--- src/rtl/dpm_pkg.sv ---
package dpm_pkg;
   // Register offsets on the management register port
   localparam logic [7:0] DPM_OFS_MAP_52_55 = 8'h9d;
   localparam logic [7:0] DPM_OFS_MAP_56_59 = 8'h9e;
   localparam logic [7:0] DPM_OFS_MAP_60_63 = 8'h9f;
   // Lower neighbour of the same layout, four code points per register
   localparam logic [7:0] DPM_OFS_MAP_08_0B = 8'h92;
   // First code point held here, and the first code point of the lower register 0x92
   localparam logic [5:0] DPM_FIRST_CP      = 6'h34;
   localparam logic [5:0] DPM_LOW_CP_8      = 6'h08;
   localparam int         DPM_NUM_REGS      = 3;
   localparam int         DPM_FIELD_W       = 2;
   localparam int         DPM_FIELDS_PER_REG = 4;
   localparam logic [7:0] DPM_RESET_VAL     = 8'h00;
   localparam logic [1:0] DPM_DEFAULT_PRIO  = 2'h0;
   // Code point sits in the upper six bits of the ToS / traffic-class byte
   localparam int         DPM_CP_LSB        = 2;
   localparam int         DPM_CP_MSB        = 7;
   // Classifier ip version codes
   localparam logic       DPM_IPV4          = 1'b0;
   localparam logic       DPM_IPV6          = 1'b1;
endpackage : dpm_pkg

--- src/rtl/dpm_field_pick.sv ---
`timescale 1ns/10ps
module dpm_field_pick
   import dpm_pkg::*;
(
   // Flattened table, code point 0x34 at bits 1-0
   input  wire logic [DPM_NUM_REGS*8-1:0] table_bits,
   // Lookup
   input  wire logic [5:0]                code_point,
   output logic                           hit,
   output logic      [1:0]                prio
);
   logic [5:0] rel;

   always_comb begin
      rel  = code_point - DPM_FIRST_CP;
      hit  = (code_point >= DPM_FIRST_CP);
      prio = DPM_DEFAULT_PRIO;
      if (hit) begin
         // Field sits at twice the relative code point
         prio = table_bits[{rel[3:0], 1'b0} +: DPM_FIELD_W];
      end
   end
endmodule : dpm_field_pick

--- src/rtl/dpm_prio_map.sv ---
// How it works
// - Register 0x9d holds 2-bit priorities for code points 0x34..0x37, lowest at bits 1-0.
// - Register 0x9e holds 2-bit priorities for code points 0x38..0x3b, lowest at bits 1-0.
// - Register 0x9f holds 2-bit priorities for code points 0x3c..0x3f, closing the table.
// - Every field is read/write and resets to 00, so priority zero is the default.
// - IPv4 and IPv6 frames share one table entry per code point.
// - Lower code points use the same layout in earlier registers, e.g. 0x92 for 0x08..0x0b.
`timescale 1ns/10ps
module dpm_prio_map
   import dpm_pkg::*;
(
   // Clock and reset
   input  wire logic       clk,
   input  wire logic       rst_n,
   // Management register port
   input  wire logic       reg_wr,
   input  wire logic       reg_rd,
   input  wire logic [7:0] reg_addr,
   input  wire logic [7:0] reg_wdata,
   output logic      [7:0] reg_rdata,
   output logic            reg_hit,
   // Classifier request
   input  wire logic       cls_valid,
   input  wire logic       cls_ip_ver,
   input  wire logic [7:0] cls_tos,
   // Classifier answer to the queueing logic
   output logic            prio_valid,
   output logic            prio_hit,
   output logic      [1:0] prio_out
);
   // Code points held here, four to a register
   localparam int NUM_CPS = DPM_NUM_REGS * DPM_FIELDS_PER_REG;

   // Register bank
   logic [7:0]                map_reg         [DPM_NUM_REGS];
   logic [7:0]                next_map_reg    [DPM_NUM_REGS];
   // Bus decode
   logic                      addr_mapped;
   logic [DPM_NUM_REGS-1:0]   wr_sel;
   logic [DPM_NUM_REGS-1:0]   rd_sel;
   logic [7:0]                rd_word;
   // Bus answer
   logic [7:0]                next_reg_rdata;
   logic                      next_reg_hit;
   // Lookup path
   logic [1:0]                cp_prio         [NUM_CPS];
   logic [DPM_NUM_REGS*8-1:0] table_bits;
   logic [5:0]                code_point;
   logic                      pick_hit;
   logic [1:0]                pick_prio;
   logic                      next_prio_valid;
   logic                      next_prio_hit;
   logic [1:0]                next_prio_out;

   // Register index for an offset, or -1 when not ours
   function automatic int reg_index(input logic [7:0] addr);
      unique case (addr)
         DPM_OFS_MAP_52_55: reg_index = 0;
         DPM_OFS_MAP_56_59: reg_index = 1;
         DPM_OFS_MAP_60_63: reg_index = 2;
         default:           reg_index = -1;
      endcase
   endfunction : reg_index

   // True for the three offsets held here
   function automatic logic is_mapped(input logic [7:0] addr);
      is_mapped = (reg_index(addr) >= 0);
   endfunction : is_mapped

   // Offset of the register holding a code point, four per register
   // Kept as arithmetic so this bank cannot drift from the lower registers
   function automatic logic [7:0] cp_reg_offset(input logic [5:0] cp);
      logic [5:0] rel;
      rel           = cp - DPM_LOW_CP_8;
      cp_reg_offset = DPM_OFS_MAP_08_0B + {4'h0, rel[5:2]};
   endfunction : cp_reg_offset

   // Bank slot of a code point, counted from the first register held here
   function automatic int cp_slot(input logic [5:0] cp);
      logic [7:0] ofs;
      ofs     = cp_reg_offset(cp) - DPM_OFS_MAP_52_55;
      cp_slot = int'(ofs);
   endfunction : cp_slot

   // Lowest code point of a register sits at bits 1-0
   function automatic int cp_field_lsb(input logic [5:0] cp);
      cp_field_lsb = DPM_FIELD_W * int'(cp[1:0]);
   endfunction : cp_field_lsb

   // One priority field out of a register byte
   function automatic logic [1:0] field_get(input logic [7:0] word, input int lsb);
      field_get = word[lsb +: DPM_FIELD_W];
   endfunction : field_get

   // Code point is the top six bits of the ToS or traffic-class byte
   function automatic logic [5:0] tos_code_point(input logic [7:0] tos);
      tos_code_point = tos[DPM_CP_MSB:DPM_CP_LSB];
   endfunction : tos_code_point

   // Per code point view of the bank, placed through the shared packing
   // Nothing is stored twice; this view is only wiring
   always_comb begin
      logic [5:0] cp;
      cp = DPM_FIRST_CP;
      for (int j = 0; j < NUM_CPS; j++) begin
         cp         = DPM_FIRST_CP + 6'(j);
         cp_prio[j] = field_get(map_reg[cp_slot(cp)], cp_field_lsb(cp));
      end
   end

   // Flattened in code point order, 0x34 at bits 1-0, for the picker
   always_comb begin
      for (int j = 0; j < NUM_CPS; j++) begin
         table_bits[j*DPM_FIELD_W +: DPM_FIELD_W] = cp_prio[j];
      end
   end

   // A write and a read in one cycle are both taken; the read
   // returns the contents from before the write
   always_comb begin
      addr_mapped = is_mapped(reg_addr);
      wr_sel      = '0;
      rd_sel      = '0;
      for (int i = 0; i < DPM_NUM_REGS; i++) begin
         if (reg_index(reg_addr) == i) begin
            wr_sel[i] = reg_wr;
            rd_sel[i] = reg_rd;
         end
      end
   end

   // Flat and-or read mux; zero unless a mapped register is read
   always_comb begin
      rd_word = 8'h00;
      for (int i = 0; i < DPM_NUM_REGS; i++) begin
         if (rd_sel[i]) begin
            rd_word = rd_word | map_reg[i];
         end
      end
   end

   // Table next value; writes to other offsets leave it alone
   always_comb begin
      for (int i = 0; i < DPM_NUM_REGS; i++) begin
         next_map_reg[i] = map_reg[i];
         if (wr_sel[i]) begin
            next_map_reg[i] = reg_wdata;
         end
      end
   end

   // Answer stands one cycle; reg_rdata is zero when nothing was read
   // and reg_hit is set by a read or a write, so several banks on the management port can be or-ed together
   always_comb begin
      next_reg_hit   = 1'b0;
      next_reg_rdata = 8'h00;
      if (addr_mapped) begin
         next_reg_hit = reg_wr | reg_rd;
         if (reg_rd) begin
            next_reg_rdata = rd_word;
         end
      end
   end

   // Version is not looked at: one entry serves both
   assign code_point = tos_code_point(cls_tos);

   // Range test and field pick relative to the first code point held here
   dpm_field_pick dpm_field_pick_inst (
      .table_bits (table_bits),
      .code_point (code_point),
      .hit        (pick_hit),
      .prio       (pick_prio)
   );

   // A lookup in the cycle of a write sees the old entry; software must
   // let one cycle pass after changing the table
   always_comb begin
      next_prio_valid = cls_valid;
      next_prio_hit   = 1'b0;
      next_prio_out   = DPM_DEFAULT_PRIO;
      if (cls_valid) begin
         next_prio_hit = pick_hit;
         next_prio_out = pick_prio;
      end
   end

   // Table registers
   always_ff @(posedge clk) begin
      for (int i = 0; i < DPM_NUM_REGS; i++) begin
         if (!rst_n) begin
            map_reg[i] <= DPM_RESET_VAL;
         end else begin
            map_reg[i] <= next_map_reg[i];
         end
      end
   end

   // Bus answer registers
   always_ff @(posedge clk) begin
      if (!rst_n) begin
         reg_rdata <= 8'h00;
         reg_hit   <= 1'b0;
      end else begin
         reg_rdata <= next_reg_rdata;
         reg_hit   <= next_reg_hit;
      end
   end

   // Lookup answer registers
   // One cycle from request to answer; a request may come every cycle
   always_ff @(posedge clk) begin
      if (!rst_n) begin
         prio_valid <= 1'b0;
         prio_hit   <= 1'b0;
         prio_out   <= DPM_DEFAULT_PRIO;
      end else begin
         prio_valid <= next_prio_valid;
         prio_hit   <= next_prio_hit;
         prio_out   <= next_prio_out;
      end
   end
endmodule : dpm_prio_map

--- config.mk ---
export PLATFORM = sky130hd
export DESIGN_NAME = dpm_prio_map
export DESIGN_NICKNAME = d
export VERILOG_FILES = /design/src/rtl/dpm_pkg.sv /design/src/rtl/dpm_field_pick.sv /design/src/rtl/dpm_prio_map.sv
export SDC_FILE = /design/constraint.sdc
export NUM_CORES = 1
export LEC_CHECK = 0
export ABC_AREA = 1
export BUFFER_PORTS_ARGS = -buffer_cell sky130_fd_sc_hd__buf_2
export CAP_MARGIN = 0
export CORE_MARGIN = 2
export CORE_UTILIZATION = 47
export DETAILED_ROUTE_END_ITERATION = 12
export PLACE_DENSITY = 0.74
export SLEW_MARGIN = 20
export SYNTH_ARGS = -nofsm -noshare
export SYNTH_HDL_FRONTEND = slang
export SYNTH_SLANG_ARGS = --single-unit
--- constraint.sdc ---
create_clock -name clk -period 0.9 [get_ports clk]
set_input_delay 0.045 -clock clk [delete_from_list [all_inputs] [get_ports clk]]
set_output_delay 0.045 -clock clk [all_outputs]
set_load 0.005 [all_outputs]
==> metrics.yaml <==
layout:
  final_cell_mix: "44 x nand2_1, 35 x buf_2, 28 x a21oi_1"
  n_antenna_cell: 0
  final_common_cell: "nand2_1"
  largest_register_ffs: 24
  finalNetCount: 345
  drive_gt1_share_pct: 37.9
  finalInstanceArea_um2: 2470
  fillers: 315
  area_growth_pct: 38.7
  fin_cells: 362
place:
  portBuffers: 39
  placed_area_um2: 2200
  dp_slack_ns: -0.256
  post-dp-hpwl_um: 3490
  place_inst: 350
  gp_congestion: 0.904
yosys:
  ys.warnings.count: 0
  seq_area_frac_synth_pct: 41.6
  ys_ff_latch: 37
  yosys.area.top_type: "dfxtp_1"
  synth_cell_types: 21
  syn_avg_cell_area_um2: 7.13
  synth_area_um2: 1780
  synth_area_leaders: "dfxtp_1 42%, nand2_1 11%, a21oi_1 9.0%"
  syn_nets: 282
  netlist.area_leader.share_pct: 41.6
  synthCells: 250
global_route:
  antenna_found_initial: 0
  grt_util_all_layers_pct: 23.4
  gr-total-overflow: 0
  grt_pass1_wl_um: 7670
  grt_max_degree: 21
  grt_pass1_vias: 1672
worst_setup_path:
  end_kind: "register"
  crit_required_ns: 1.12
  cp-startpoint: "map_reg[1][2]"
  critPathLaunchType: "register"
  regToRegSetupSlack_ns: 0.002
  setup.worst_path.end: "prio_out[0]"
  worstPathArrival_ns: 1.12
  rr_worst_depth: 6
  reg2reg_from: "map_reg[1][2]"
  timing.rr.end: "prio_out[0]"
  cp_max_fo: 2
  crit_type: "register to register"
die:
  ios: 43
  die_y_um: 65.6
  initial_core_util_pct: 48.7
  core_area_um2: 3660
  die_width_um: 65.6
  die-area_um2: 4300
  row_count: 22
timing:
  slew_headroom_pct: 76.4
  clock_skew_ns: 0.00793
  fin_crit_sh_pct: 99.8
  rsz0062_at_grt: "yes"
  final_max_slew_viol_count: 0
  fin_crit_ns: 0.898
  finalHoldViolations: 0
  setup_viol: 0
  tns_ns: 0
  max_clock_freq_mhz: 1110
  setup_ws_ns: 0.00179
  worst_slew_pin_slew_ns: 0.354
detailed_routing:
  wl_met2_um: 2130
  wl_per_cell_um: 13.0
  wl_um: 4710
  viasPerCell: 5.16
  drcViolationCount: 0
  antenna_left: 0
  met3RoutedLength_um: 380
  wl_met1_um: 2140
  dr.pass1.iters: 4
  first_iter_violations: 117
  maxUsedRoutingLayer: "met4"
  vias: 1867
clocking:
  clk_path_buf_depth: 2
  clkSinkCount: 37
  cts.htree.levels: 2
  cts_made_buffers: 5
  cts_tree: "done"
  clk_latency_ns: 0.29
  clock-root-buffer: "clkbuf_8"
  clkTransAtPathRegs_ns: 0.08
power:
  power_density_nw_per_um2: 1420
  vdd.ir_drop.worst_uv: 1260
  p_leak_uw: 0.00104
  p_int_uw: 2710
  pwr-share-comb_pct: 10.7
  p_switching_uw: 809
  p_seq_share_pct: 46.7
  clkPwrFrac_pct: 42.6
  switching_share_pct: 23.0
  fin_total_pwr_uw: 3520
worst_hold_path:
  holdCritPathClass: "input port to register"
run:
  cap_violations: 0
outcome:
  status: "finished, final reports clean"
==> how the worst min path moves through the flow <==
| stage | start | endpoint | slack, ns | depth (start not counted) |
|---|---|---|---|---|
| after floorplan | cls_valid | prio_valid | 0.16 | 2 |
| after global placement | cls_valid | prio_valid | 0.25 | 3 |
| after detailed placement | cls_valid | prio_valid | 0.26 | 3 |
| after CTS | reg_wdata[2] | map_reg[0][2] | 0.02 | 3 |
| after global routing | reg_wdata[7] | map_reg[0][7] | 0.03 | 3 |
| final | reg_wdata[2] | map_reg[0][2] | 0.01 | 3 |
==> logic make-up after synthesis <==
family          share of synthesized area [%]
buf+inv                                  9.55
simple gates                             30.9
compound gates                           16.6
fa+ha+maj                                1.40
flops                                    41.6
==> metrics by stage <==
stage | utilization (%) | hold WS [ns]
finish | 67.5 | 0.0132
global route | 67.5 | 0.0287
detailed placement | 60.1 | 0.257
CTS | 64.7 | 0.0166
global placement | 60.1 | 0.245
floorplan | - | 0.157
==> power groups by stage <==
stage / registers, uW / logic, uW / clock network, uW
2_1_floorplan: 1680 / 153 / 0
5_1_grt: 1640 / 415 / 1550
6_report: 1640 / 376 / 1500
3_3_place_gp: 1680 / 320 / 0
4_1_cts: 1640 / 336 / 1510
3_5_place_dp: 1680 / 326 / 0
==> synth_stat cells (all sizes together) <==
cell / number
a21oi: 32
buf: 6
and2b: 1
nor2: 29
nand4: 10
ha: 2
o21ai: 27
clkbuf: 3
nand2: 55
inv: 30
nand3: 18
dfxtp: 37
==> metal layers <==
layer | global-route usage [%] | up-vias
li1 | - | 944
met1 | 32.5 | 843
met2 | 36.9 | 72
met3 | 4.28 | 8
met4 | 7.03 | 0
met5 | 0 | -
==> final cells by class <==
cell class	instances	area, um2	share of cell area (%)
Sequential cell	37	756	30.6
Tap cell	48	60.1	2.43
Inverter	30	113	4.56
Multi-Input combinational cell	174	956	38.7
Clock buffer	6	82.6	3.34
Clock inverter	2	37.5	1.52
Timing Repair Buffer	65	467	18.9
==> worst max-delay path, stage by stage, from the launching register on <==
cell and delay [ns]:
dfxtp_2 0.32, inv_1 0.05, nand2_1 0.07, nand3_2 0.10
nand3_2 0.09, nand3_1 0.09, a21oi_2 0.12
==> repair_timing <==
| item | in CTS | in global routing |
|---|---|---|
| hold buffers | 1 | 0 |
| setup buffers | 2 | 1 |
| setup endpoints to repair | 2 | 16 |
| endpoints found under the hold margin | 1 | 0 |
| gates resized for setup | 14 | 36 |
| pin swaps | 3 | 11 |
Power figures use the tool's default switching activity.
